`src/rtl/frame_pkg.sv`:
```
// constants shared by the frame engine and its crc helper
// assumes a byte-wide stream on both client and line side, one clock
package frame_pkg;
  localparam logic [7:0]  PREAMBLE_BYTE    = 8'h55;
  localparam logic [7:0]  SFD_BYTE         = 8'hD5;
  localparam int          PREAMBLE_LEN     = 7;
  localparam logic [15:0] LEN_MAX          = 16'h05DC;  // 1500
  localparam logic [15:0] TYPE_MIN         = 16'h0600;  // 1536
  localparam logic [15:0] TYPE_VLAN        = 16'h8100;
  localparam logic [15:0] TYPE_PAUSE       = 16'h8808;
  localparam int          MIN_FRAME        = 64;
  localparam int          MAX_PAD          = 46;
  localparam int          FCS_LEN          = 4;
  localparam int          HDR_LEN          = 14;
  localparam int          MAX_STD_FRAME    = 1518;
  localparam int          VLAN_EXTRA       = 4;
  localparam logic [31:0] CRC_POLY         = 32'hEDB8_8320;
  localparam logic [31:0] CRC_INIT         = 32'hFFFF_FFFF;
  localparam logic [31:0] CRC_RESIDUE      = 32'hDEBB_20E3;
  localparam logic [31:0] CRC_XOR_OUT      = 32'hFFFF_FFFF;
  localparam int          CNT_W            = 16;
endpackage : frame_pkg

```
`src/rtl/crc32_byte.sv`:
```
// one-byte step of the ethernet crc32, reflected form
// assumes the caller holds the running value and feeds one byte per enable
module crc32_byte
  import frame_pkg::*;
(
  input  wire logic [31:0] crc_in,
  input  wire logic [7:0]  data,
  output logic      [31:0] crc_out
);
  always_comb begin
    logic [31:0] c;
    c = crc_in;
    // lsb first, matching the wire bit order
    for (int i = 0; i < 8; i++) begin
      if (c[0] ^ data[i]) begin
        c = (c >> 1) ^ CRC_POLY;
      end else begin
        c = c >> 1;
      end
    end
    crc_out = c;
  end
endmodule : crc32_byte

```
`src/rtl/frame_engine.sv`:
```
// ethernet frame engine: transmit framing and receive deframing, byte wide
// assumes the client holds tx data valid through a frame and the line side
// delivers received bytes in wire order with a valid qualifier
module frame_engine
  import frame_pkg::*;
#(
  parameter int MAX_LEN = 65535
) (
  input  wire logic       clk,
  input  wire logic       arst_n,
  input  wire logic       fcs_insert_en,
  input  wire logic       fcs_strip_en,
  input  wire logic       len_check_en,
  input  wire logic       jumbo_en,
  input  wire logic [7:0] tx_data,
  input  wire logic       tx_valid,
  input  wire logic       tx_last,
  output logic            tx_ready,
  output logic [7:0]      line_tx_data,
  output logic            line_tx_valid,
  output logic            line_tx_last,
  input  wire logic [7:0] line_rx_data,
  input  wire logic       line_rx_valid,
  input  wire logic       line_rx_last,
  output logic [7:0]      rx_data,
  output logic            rx_valid,
  output logic            rx_last,
  output logic            rx_bad,
  output logic            rx_len_err,
  output logic            rx_vlan,
  output logic            rx_pause,
  output logic [1:0]      rx_addr_kind
);
  import frame_pkg::*;

  // ************************************************
  // transmit path
  // ************************************************
  typedef enum logic [2:0] {TX_IDLE, TX_PRE, TX_SFD, TX_DATA, TX_PAD, TX_FCS} tx_state_t;
  tx_state_t        tx_st_q;
  logic [CNT_W-1:0] tx_cnt_q;
  logic [31:0]      tx_crc_q;
  logic [31:0]      tx_crc_nx;
  logic [7:0]       tx_byte;
  logic [1:0]       tx_fcs_idx_q;
  logic             tx_take;
  logic             tx_pad_need;

  assign tx_take = (tx_st_q == TX_DATA) && tx_valid;
  // short frame needs pad only when the engine owns the crc
  assign tx_pad_need = fcs_insert_en && (tx_cnt_q < CNT_W'(MIN_FRAME - FCS_LEN - 1));
  assign tx_byte = (tx_st_q == TX_PAD) ? 8'h00 : tx_data;

  crc32_byte u_tx_crc (
    .crc_in  (tx_crc_q),
    .data    (tx_byte),
    .crc_out (tx_crc_nx)
  );

  always_ff @(posedge clk or negedge arst_n) begin
    if (!arst_n) begin
      tx_st_q      <= TX_IDLE;
      tx_cnt_q     <= '0;
      tx_fcs_idx_q <= '0;
    end else begin
      case (tx_st_q)
        TX_IDLE: begin
          if (tx_valid) begin
            tx_st_q  <= TX_PRE;
            tx_cnt_q <= '0;
          end
        end
        TX_PRE: begin
          if (tx_cnt_q == CNT_W'(PREAMBLE_LEN - 1)) begin
            tx_st_q <= TX_SFD;
          end
          tx_cnt_q <= tx_cnt_q + 1'b1;
        end
        TX_SFD: begin
          tx_st_q  <= TX_DATA;
          tx_cnt_q <= '0;
        end
        TX_DATA: begin
          if (tx_take) begin
            tx_cnt_q <= tx_cnt_q + 1'b1;
            if (tx_last) begin
              if (tx_pad_need) begin
                tx_st_q <= TX_PAD;
              end else if (fcs_insert_en) begin
                tx_st_q      <= TX_FCS;
                tx_fcs_idx_q <= '0;
              end else begin
                tx_st_q <= TX_IDLE;
              end
            end
          end
        end
        TX_PAD: begin
          tx_cnt_q <= tx_cnt_q + 1'b1;
          if (tx_cnt_q == CNT_W'(MIN_FRAME - FCS_LEN - 1)) begin
            tx_st_q      <= TX_FCS;
            tx_fcs_idx_q <= '0;
          end
        end
        TX_FCS: begin
          tx_fcs_idx_q <= tx_fcs_idx_q + 1'b1;
          if (tx_fcs_idx_q == 2'(FCS_LEN - 1)) begin
            tx_st_q <= TX_IDLE;
          end
        end
        default: tx_st_q <= TX_IDLE;
      endcase
    end
  end

  always_ff @(posedge clk or negedge arst_n) begin
    if (!arst_n) begin
      tx_crc_q <= CRC_INIT;
    end else if (tx_st_q == TX_SFD) begin
      tx_crc_q <= CRC_INIT;
    end else if (tx_take || tx_st_q == TX_PAD) begin
      tx_crc_q <= tx_crc_nx;
    end
  end

  always_ff @(posedge clk or negedge arst_n) begin
    if (!arst_n) begin
      line_tx_data  <= 8'h00;
      line_tx_valid <= 1'b0;
      line_tx_last  <= 1'b0;
      tx_ready      <= 1'b0;
    end else begin
      line_tx_valid <= 1'b0;
      line_tx_last  <= 1'b0;
      // ready one cycle ahead so the data state takes every offered byte
      tx_ready      <= (tx_st_q == TX_SFD) || (tx_st_q == TX_DATA && !(tx_take && tx_last));
      case (tx_st_q)
        TX_PRE: begin
          line_tx_data  <= PREAMBLE_BYTE;
          line_tx_valid <= 1'b1;
        end
        TX_SFD: begin
          line_tx_data  <= SFD_BYTE;
          line_tx_valid <= 1'b1;
        end
        TX_DATA: begin
          // client bytes go out in order, length/type untouched
          line_tx_data  <= tx_data;
          line_tx_valid <= tx_take;
          line_tx_last  <= tx_take && tx_last && !fcs_insert_en;
        end
        TX_PAD: begin
          line_tx_data  <= 8'h00;
          line_tx_valid <= 1'b1;
        end
        TX_FCS: begin
          // complement then lsb byte first
          line_tx_data  <= tx_crc_q[8*tx_fcs_idx_q +: 8] ^ CRC_XOR_OUT[7:0];
          line_tx_valid <= 1'b1;
          line_tx_last  <= (tx_fcs_idx_q == 2'(FCS_LEN - 1));
        end
        default: begin
          line_tx_data <= 8'h00;
        end
      endcase
    end
  end

  // ************************************************
  // receive path
  // ************************************************
  typedef enum logic [1:0] {RX_HUNT, RX_BODY, RX_DROP} rx_state_t;
  rx_state_t        rx_st_q;
  logic [CNT_W-1:0] rx_cnt_q;
  logic [31:0]      rx_crc_q;
  logic [31:0]      rx_crc_nx;
  logic [15:0]      rx_lt_q;
  logic [CNT_W-1:0] rx_keep_q;
  logic             rx_lt_len_q;
  logic             rx_ones_q;
  // four byte delay so the trailing crc can be held back when stripped
  logic [7:0]       dly_q [FCS_LEN];
  logic [FCS_LEN-1:0] dly_v_q;
  logic             rx_in;
  logic [15:0]      lt_now;
  logic [CNT_W-1:0] out_idx;
  logic             emit;

  assign rx_in  = line_rx_valid && (rx_st_q == RX_BODY);
  assign lt_now = {rx_lt_q[7:0], line_rx_data};

  crc32_byte u_rx_crc (
    .crc_in  (rx_crc_q),
    .data    (line_rx_data),
    .crc_out (rx_crc_nx)
  );

  always_ff @(posedge clk or negedge arst_n) begin
    if (!arst_n) begin
      rx_st_q <= RX_HUNT;
    end else begin
      case (rx_st_q)
        RX_HUNT: begin
          // preamble bytes are skipped; only the delimiter opens a frame
          if (line_rx_valid && line_rx_data == SFD_BYTE) begin
            rx_st_q <= RX_BODY;
          // a stray byte that ends its own frame leaves the hunt in place
          end else if (line_rx_valid && line_rx_data != PREAMBLE_BYTE && !line_rx_last) begin
            rx_st_q <= RX_DROP;
          end
        end
        RX_BODY: if (line_rx_valid && line_rx_last) rx_st_q <= RX_HUNT;
        RX_DROP: if (line_rx_valid && line_rx_last) rx_st_q <= RX_HUNT;
        default: rx_st_q <= RX_HUNT;
      endcase
    end
  end

  always_ff @(posedge clk or negedge arst_n) begin
    if (!arst_n) begin
      rx_cnt_q <= '0;
      rx_crc_q <= CRC_INIT;
    end else if (rx_st_q != RX_BODY) begin
      rx_cnt_q <= '0;
      rx_crc_q <= CRC_INIT;
    end else if (line_rx_valid) begin
      // saturate so jumbo frames of any length keep flowing
      // counter stops at the limit; longer frames still flow, only length checks saturate
      if (rx_cnt_q != CNT_W'(MAX_LEN)) rx_cnt_q <= rx_cnt_q + 1'b1;
      rx_crc_q <= rx_crc_nx;
    end
  end

  always_ff @(posedge clk or negedge arst_n) begin
    if (!arst_n) begin
      rx_lt_q      <= '0;
      rx_lt_len_q  <= 1'b0;
      rx_keep_q    <= '1;
      rx_vlan      <= 1'b0;
      rx_pause     <= 1'b0;
      rx_addr_kind <= 2'b00;
      rx_ones_q    <= 1'b0;
    end else if (rx_st_q == RX_HUNT) begin
      rx_keep_q   <= '1;
      rx_lt_len_q <= 1'b0;
    end else if (rx_in) begin
      rx_lt_q <= lt_now;
      if (rx_cnt_q == '0) begin
        rx_addr_kind <= {1'b0, line_rx_data[0]};
        rx_ones_q    <= (line_rx_data == 8'hFF);
      end else if (rx_cnt_q < CNT_W'(6)) begin
        // broadcast only when all six address bytes are ones
        rx_ones_q <= rx_ones_q && (line_rx_data == 8'hFF);
        if (rx_cnt_q == CNT_W'(5) && rx_ones_q && line_rx_data == 8'hFF) begin
          rx_addr_kind <= 2'b11;
        end
      end
      if (rx_cnt_q == CNT_W'(HDR_LEN - 1)) begin
        rx_vlan  <= (lt_now == TYPE_VLAN);
        rx_pause <= (lt_now == TYPE_PAUSE);
        if (lt_now <= LEN_MAX) begin
          rx_lt_len_q <= 1'b1;
          rx_keep_q   <= CNT_W'(HDR_LEN) + lt_now;
        end
      end
    end
  end

  always_ff @(posedge clk or negedge arst_n) begin
    if (!arst_n) begin
      dly_v_q <= '0;
      for (int i = 0; i < FCS_LEN; i++) dly_q[i] <= 8'h00;
    end else if (rx_in) begin
      dly_q[0]   <= line_rx_data;
      dly_v_q[0] <= 1'b1;
      for (int i = 1; i < FCS_LEN; i++) begin
        dly_q[i]   <= dly_q[i-1];
        dly_v_q[i] <= dly_v_q[i-1];
      end
    end else if (rx_st_q == RX_HUNT) begin
      dly_v_q <= '0;
    end
  end

  // index of the byte leaving the delay line when fcs is stripped
  assign out_idx = rx_cnt_q - CNT_W'(FCS_LEN);
  assign emit = fcs_strip_en ? (rx_in && dly_v_q[FCS_LEN-1] &&
                                (!rx_lt_len_q || out_idx < rx_keep_q))
                             : (rx_in && (!rx_lt_len_q || rx_cnt_q < rx_keep_q ||
                                          line_rx_last));

  always_ff @(posedge clk or negedge arst_n) begin
    if (!arst_n) begin
      rx_data    <= 8'h00;
      rx_valid   <= 1'b0;
      rx_last    <= 1'b0;
      rx_bad     <= 1'b0;
      rx_len_err <= 1'b0;
    end else begin
      // a padded frame may end on a bare last marker so no pad byte leaks out
      rx_valid <= emit;
      rx_last  <= rx_in && line_rx_last;
      // header incl. length/type always forwarded
      rx_data  <= fcs_strip_en ? dly_q[FCS_LEN-1] : line_rx_data;
      if (rx_in && line_rx_last) begin
        // jumbo frames flagged only when the option is off
        rx_bad <= (rx_crc_nx != CRC_RESIDUE) ||
                  (!jumbo_en && !rx_vlan && rx_cnt_q >= CNT_W'(MAX_STD_FRAME)) ||
                  (!jumbo_en && rx_vlan && rx_cnt_q >= CNT_W'(MAX_STD_FRAME + VLAN_EXTRA));
        rx_len_err <= len_check_en && rx_lt_len_q &&
                      (rx_cnt_q + 1'b1 != rx_keep_q + CNT_W'(FCS_LEN)) &&
                      !(rx_keep_q < CNT_W'(MIN_FRAME - FCS_LEN) &&
                        rx_cnt_q + 1'b1 == CNT_W'(MIN_FRAME));
      end else begin
        rx_bad     <= 1'b0;
        rx_len_err <= 1'b0;
      end
    end
  end
endmodule : frame_engine

```
`config.mk`:
```
export PLATFORM = sky130hd
export DESIGN_NAME = frame_engine
export DESIGN_NICKNAME = d
export VERILOG_FILES = /design/src/rtl/frame_pkg.sv /design/src/rtl/crc32_byte.sv /design/src/rtl/frame_engine.sv
export SDC_FILE = /design/constraint.sdc
export NUM_CORES = 1
export LEC_CHECK = 0
export BUFFER_PORTS_ARGS = -buffer_cell sky130_fd_sc_hd__buf_4
export CAP_MARGIN = 5
export CORE_ASPECT_RATIO = 0.8
export CORE_MARGIN = 2
export CORE_UTILIZATION = 60
export DETAILED_ROUTE_END_ITERATION = 7
export HOLD_SLACK_MARGIN = 0.12
export PLACE_DENSITY_LB_ADDON = 0.15
export SYNTH_ARGS = -nofsm -noshare
export SYNTH_HDL_FRONTEND = slang
export SYNTH_SLANG_ARGS = --single-unit
```
`constraint.sdc`:
```
create_clock -name clk -period 5.72 [get_ports clk]
set_input_delay 0.572 -clock clk [delete_from_list [all_inputs] [get_ports clk]]
set_output_delay 0.572 -clock clk [all_outputs]
set_load 0.1 [all_outputs]
```
# Word level (Yosys, flattened, before mapping)

Cells that the tools add are included.

Shift operators: 1
Eq/ne operators: 32
Magnitude comparators: 8
Bitwise gates (word level): 34
Add/subtract/negate cells: 6
Reductions and logical operators: 65
Mux-type cells: 68

Operator list:

| kind                    | number |
|---|---|
| $mux W32                | 20 |
| $not A13 Y14            | 16 |
| $mux W16                | 9 |
| $pmux W16 S4            | 1 |
| $add A16 B1 Y16 const B | 2 |
| $eq A16 B16 Y1 const B  | 2 |
| $eq A16 B3 Y1 const B   | 2 |
| $ge A16 B11 Y1 const B  | 2 |
| $lt A16 B16 Y1          | 2 |
| $lt A16 B6 Y1 const B   | 2 |
| $ne A32 B32 Y1 const B  | 1 |
| $pmux W8 S4             | 1 |
| $shiftx A32 B6 Y8       | 1 |
| $logic_and A1 B1 Y1     | 25 |
| $mux W3                 | 8 |
| $mux W2                 | 11 |
| $pmux W3 S6             | 1 |
| $add A16 B3 Y16 const B | 1 |
| $add A4 B16 Y16 const A | 1 |
| $eq A16 B4 Y1 const B   | 1 |
| $eq A16 B6 Y1 const B   | 1 |
| $eq A16 B7 Y1 const B   | 1 |
| $eq A8 B8 Y1 const B    | 2 |
| $le A16 B11 Y1 const B  | 1 |
| other kinds (37)        | 100 |

Output and inout bits: 27
Logic and storage cells: 242
Flip-flop bits (word level): 192
Input bits: 26

# Logic depth before layout (Yosys ltp)

Depth in word-level cells: 20
Depth in mapped cells: 13

# Cells and area by module

A second synthesis with hierarchy kept.

Cells, all modules: 1275
Area total of the unflattened synthesis: 12107.9 um2

By module, submodules not included:

| module       | instances | sequential area each (um2) | area each (um2) | cells an instance |
|---|---|---|---|---|
| frame_engine | 1         | 4904.7                     | 10568.9         | 1135 |
| crc32_byte   | 2         | 0.0                        | 769.5           | 70 |

# Worst setup path after synthesis

No wires, ideal clock.

Path kind: register -> register
From: register rx_cnt_q[6]
To: register rx_valid
Path slack: 2.793 ns
Buffers on the path: 1
Arrival time: 2.862 ns
Library setup time: 0.065 ns
Cell stages (with the launch flop): 11
Period minus slack after synthesis: 2.927 ns
Cell sequence: dfrtp_1 -> clkbuf_1 -> nor4_1 -> nand2_1 -> nor3_1 -> xor2_1 -> ha_1 -> a21o_1 -> a21o_1 -> o41ai_1 -> o211a_1

Longest elaborated chain between the ends: 5

RTL lines:

| element                                              | RTL line                                 | RTL |
|---|---|---|
| start: declaration                                   | frame_engine.sv:174                      | `logic [CNT_W-1:0] rx_cnt_q;` |
| start signal: assignment                             | frame_engine.sv:229                      | `if (rx_cnt_q != CNT_W'(MAX_LEN)) rx_cnt_q <= rx_cnt_q + 1'b1;` |
| $sub A16 B3 Y16 or $lt A16 B16 Y1 (tied branches)    | frame_engine.sv:286, frame_engine.sv:289 |  |
| $lt A16 B16 Y1 or $logic_or A1 B1 Y1 (tied branches) | frame_engine.sv:288, frame_engine.sv:289 |  |
| $logic_or A1 B1 Y1, on equally long branches         | frame_engine.sv:288, frame_engine.sv:289 |  |
| $logic_and A1 B1 Y1, on equally long branches        | frame_engine.sv:287, frame_engine.sv:289 |  |
| $mux W1 (*)                                          | frame_engine.sv:287                      | `assign emit = fcs_strip_en ? (rx_in && dly_v_q[FCS_LEN-1] &&` |
| net emit                                             | frame_engine.sv:187                      | `logic emit;` |
| end signal: assignment                               | frame_engine.sv:301                      | `rx_valid <= emit;` |
| end: declaration                                     | frame_engine.sv:26                       | `output logic rx_valid,` |

The timed path passes the listed nets; every way through them passes the cells marked *.
A chain may end at the register's enable or synchronous reset.

# Worst setup path after layout

From: register tx_st_q[2]
To: register tx_crc_q[23]

Longest elaborated chain between the ends: 18

RTL lines:

| element                  | RTL line                                | RTL |
|---|---|---|
| start: declaration       | frame_engine.sv:40                      | `tx_state_t tx_st_q;` |
| start signal: assignment | frame_engine.sv:62                      | `tx_st_q <= TX_IDLE;` |
| start signal: assignment | frame_engine.sv:69                      | `tx_st_q <= TX_PRE;` |
| start signal: assignment | frame_engine.sv:75                      | `tx_st_q <= TX_SFD;` |
| $eq A3 B3 Y1             | frame_engine.sv:52, frame_engine.sv:121 |  |
| $mux W8                  | frame_engine.sv:52                      | `assign tx_byte = (tx_st_q == TX_PAD) ? 8'h00 : tx_data;` |
| $xor A1 B1 Y1            | crc32_byte.sv:15                        | `if (c[0] ^ data[i]) begin` |
| $mux W32                 | crc32_byte.sv:15                        |  |
| $not A13 Y14 (no line)   | --                                      |  |
| $mux W32 (2 in series)   | crc32_byte.sv:15                        |  |
| $not A13 Y14 (no line)   | --                                      |  |
| $mux W32                 | crc32_byte.sv:15                        |  |
| $not A13 Y14 (no line)   | --                                      |  |
| $mux W32 (2 in series)   | crc32_byte.sv:15                        |  |
| $not A13 Y14 (no line)   | --                                      |  |
| $mux W32                 | crc32_byte.sv:15                        |  |
| $not A13 Y14 (no line)   | --                                      |  |
| $mux W32                 | crc32_byte.sv:15                        |  |
| $mux W32                 | frame_engine.sv:121                     | `end else if (tx_take \|\| tx_st_q == TX_PAD) begin` |
| $mux W32                 | frame_engine.sv:119                     | `end else if (tx_st_q == TX_SFD) begin` |
| end signal: assignment   | frame_engine.sv:122                     | `tx_crc_q <= tx_crc_nx;` |
| end: declaration         | frame_engine.sv:42                      | `logic [31:0] tx_crc_q;` |

Several ways; a longest one is shown, not always the timed one. The select of a mux whose other input is x is not followed.

==> results by group <==
Cells and area
  • Multi-input logic area: 0.00688 mm²
  • Util after Layout: 67.2%
  • Area growth from synthesis to layout: 9.43%
  • # fillers: 1593
  • Register Area: 0.00490 mm²
  • Share of layout cells above drive strength 1: 15.9%
  • Count of antenna diodes in the layout: 0
  • Finished Cell Area: 0.0134 mm²
  • Final nets: 1429

Die
  • Die X-Extent: 164 µm
  • Num ports: 53
  • Die height: 132 µm
  • Die ar.: 0.0215 mm²
  • Core ar.: 0.0199 mm²
  • Initial core utilization: 61.4%
  • Row count: 46

Timing
  • Fin. max-slew vios: 0
  • Max frequency: 297 MHz
  • Layout Skew: 12.2 ps
  • Final hold viol count: 0
  • Final Cycle Share: 58.8%
  • Slew at the pin closest to its max-slew limit: 981 ps
  • Unrepaired setup endpoints after global routing: false
  • Min Tclk post-route: 3360 ps
  • Final setup violating endpoints: 0
  • Relative slew slack: 34.6%
  • Setup tns final: 0 ps
  • Final WS setup: 2360 ps

Synth
  • Main synth FF type: dfrtp_1
  • Fraction of registers with async set/reset: 100%
  • Post-Synthesis Cells: 1344
  • Mean Syn Cell Area: 9.10 µm²
  • Number of synthesized flops with an enable pin: 0
  • Sequential fraction of the synthesis area: 40.1%
  • FF+latch count, synth: 192
  • Mapped Nets: 1416
  • Unique masters post-synth: 63
  • Ys Warns: 0
  • Synthesized area: 0.0122 mm²

Critical path
  • Worst R2R Setup Slack: 2360 ps
  • CP startpoint kind: register
  • Worst r2r path cells: 7
  • Slowest-stage cell, CP: dfrtp_1
  • FF-to-FF Start: tx_st_q[2]
  • Slowest stage delay, CP: 990 ps
  • Critical path class: register to register
  • Most used cell along the critical path: xnor2_2
  • CP endpoint kind: register
  • CP Data Arrival Time: 3720 ps
  • Worst Setup SP: tx_st_q[2]
  • Reg-to-Reg End: tx_crc_q[23]
  • Worst EP required: 6070 ps
  • CP max FO: 36
  • Worst Setup EP: tx_crc_q[23]
  • Crit-path cells: or3b_4, a221oi_2, xnor2_2, xnor2_2, xnor2_1, xor2_1, a21oi_1

Placed design
  • Area post-placement: 0.0128 mm²
  • DPL Wire Length: 21.8 mm
  • Dpl ws: 2370 ps
  • GPL Wtd Cong: 0.960
  • Port Buffers: 52

Drt
  • Vias per inst: 5.98
  • Pre-Repair DR Iteration Count: 6
  • Routed len/inst: 18.7 µm
  • Post-Route WL: 30.5 mm
  • Detail Route Antenna Nets: 0
  • Total number of vias: 9779
  • Initial DRC count: 1152
  • Residual DRC: 0

Clock network
  • CTS tree: done
  • CTS buffer count: 17
  • Clk_lat worst skew: 450 ps
  • Hold buffer count at CTS: 0
  • CTS resizes: 0
  • Clk root buf: clkbuf_16
  • H-Tree Level Count: 4
  • Post-CTS setup buffer count: 0
  • Clock Sinks: 192
  • Clock Pin Slew Worst Setup and Hold Paths: 80 ps
  • Maximum clock path buffer count: 2

GRT
  • Gr ovfl total: 0
  • Largest net degree at the start of global routing: 77
  • Gr usage total: 29.1%
  • Global-route wire length before repair: 49.8 mm
  • Initial antenna violation count: 0
  • Vias in the first global route: 9241

Power and ir drop
  • Switch Pwr: 0.000926 W
  • Switching Fraction: 30.3%
  • Maximum VDD drop: 160 µV
  • Cell-internal power: 0.00213 W
  • Part of the power in registers: 45.5%
  • Leak: 5.88 nW
  • PwrDens: 229 mW/mm²
  • Power share of the clock group: 40.2%
  • Combinational Power Share: 14.4%

Flow run
  • Max Cap Viol: 0

Hold path
  • Hold WC Path Type: primary input to async pin

Run status
  • Status: finished, final reports clean
-- power groups by stage --
stage          clock network (W)  registers (W)  logic [W]
2_1_floorplan                  0        0.00144   0.000284
3_3_place_gp                   0        0.00141   0.000429
3_5_place_dp                   0        0.00142   0.000433
4_1_cts                  0.00125        0.00139   0.000437
5_1_grt                  0.00130        0.00139   0.000483
6_report                 0.00123        0.00139   0.000439
-- worst max-delay path: cells and delay by family, from the launching register on --
kind            cells  cell delay (ps)
xor+xnor            4             1040
flops               1              990
compound gates      2              640
simple gates        1              600
-- worst min path at each step --
stage / start / to / slack [ps]
floorplan: arst_n / dly_q[0] / 280
global placement: dly_q[25] / dly_q[17] / 450
detailed placement: dly_q[17] / dly_q[9] / 450
CTS: arst_n / dly_q[1] / 160
global route: arst_n / dly_q[1] / 180
finish: arst_n / dly_q[1] / 150
-- logic make-up after synthesis --
| family | Yosys count | synth area share (%) |
|---|---|---|
| flip-flops | 192 | 40.1 |
| buffers and inverters | 113 | 3.57 |
| multiplexers | 29 | 3.33 |
| adder cells (fa/ha/maj) | 46 | 4.71 |
| AO/OA/AOI/OAI | 231 | 12.4 |
| AND/OR/NAND/NOR | 528 | 20.4 |
| XOR/XNOR | 205 | 15.5 |
-- cell usage in the layout (no fill, tap or decap), drive strengths merged, types with 58 or more instances in the layout --
cell | Yosys | final
xnor2 | 143 | 143
buf | 12 | 62
nand2 | 234 | 234
a21oi | 65 | 65
nor3 | 58 | 58
dfstp | 80 | 80
dfrtp | 112 | 112
o21ai | 74 | 74
xor2 | 62 | 62
nor2 | 67 | 67
-- cell usage after synthesis, drive strengths merged, types with 11 or more instances --
library cell  count  area share, %
a21o             12           0.74
a21oi            65            2.7
a221oi           11            1.6
and2             23            1.2
buf              12           0.47
clkbuf           57            1.8
dfrtp           112             23
dfstp            80             17
ha               46            4.7
inv              44            1.4
mux2             13            1.2
nand2           234            7.2
nand2b           12           0.61
nand3            33            1.4
nand4            19           0.97
nor2             67            2.1
nor2b            22            1.1
nor3             58            2.4
nor4             20            1.0
o211ai           13           0.80
o21ai            74            3.0
xnor2           143             11
xor2             62            4.8
-- metal layers --
layer	track usage, %	share of wire (%)	vias up
met4	7.70	1.5	0
met2	41.7	43	387
li1	-	-	4633
met1	44.8	48	4711
met5	0	0	-
met3	5.84	7.4	48
-- registers in the layout, summed over array words and instances, names as in the netlist, 3 cells and up --
register / cells
dly_q: 32
dly_v_q: 4
line_tx_data: 8
rx_cnt_q: 16
rx_crc_q: 32
rx_data: 8
rx_keep_q: 16
rx_lt_q: 8
tx_cnt_q: 16
tx_crc_q: 32
tx_st_q: 3
-- layout make-up --
| cell class | count | area share (%) |
|---|---|---|
| Multi-Input combinational cell | 1039 | 51.5 |
| Sequential cell | 192 | 36.7 |
| Timing Repair Buffer | 63 | 3.58 |
| Clock buffer | 17 | 3.18 |
| Tap cell | 264 | 2.47 |
| Clock inverter | 15 | 1.41 |
| Inverter | 44 | 1.23 |
-- metrics by stage --
step / hold slack [ps] / std cells / power, W
3_3_place_gp: 446 / 1602 / 0.00184
6_report: 147 / 1634 / 0.00306
4_1_cts: 158 / 1634 / 0.00307
5_1_grt: 176 / 1634 / 0.00317
3_5_place_dp: 450 / 1602 / 0.00185
2_1_floorplan: 276 / 1344 / 0.00172
No activity file was read; power rests on OpenSTA's default activity.
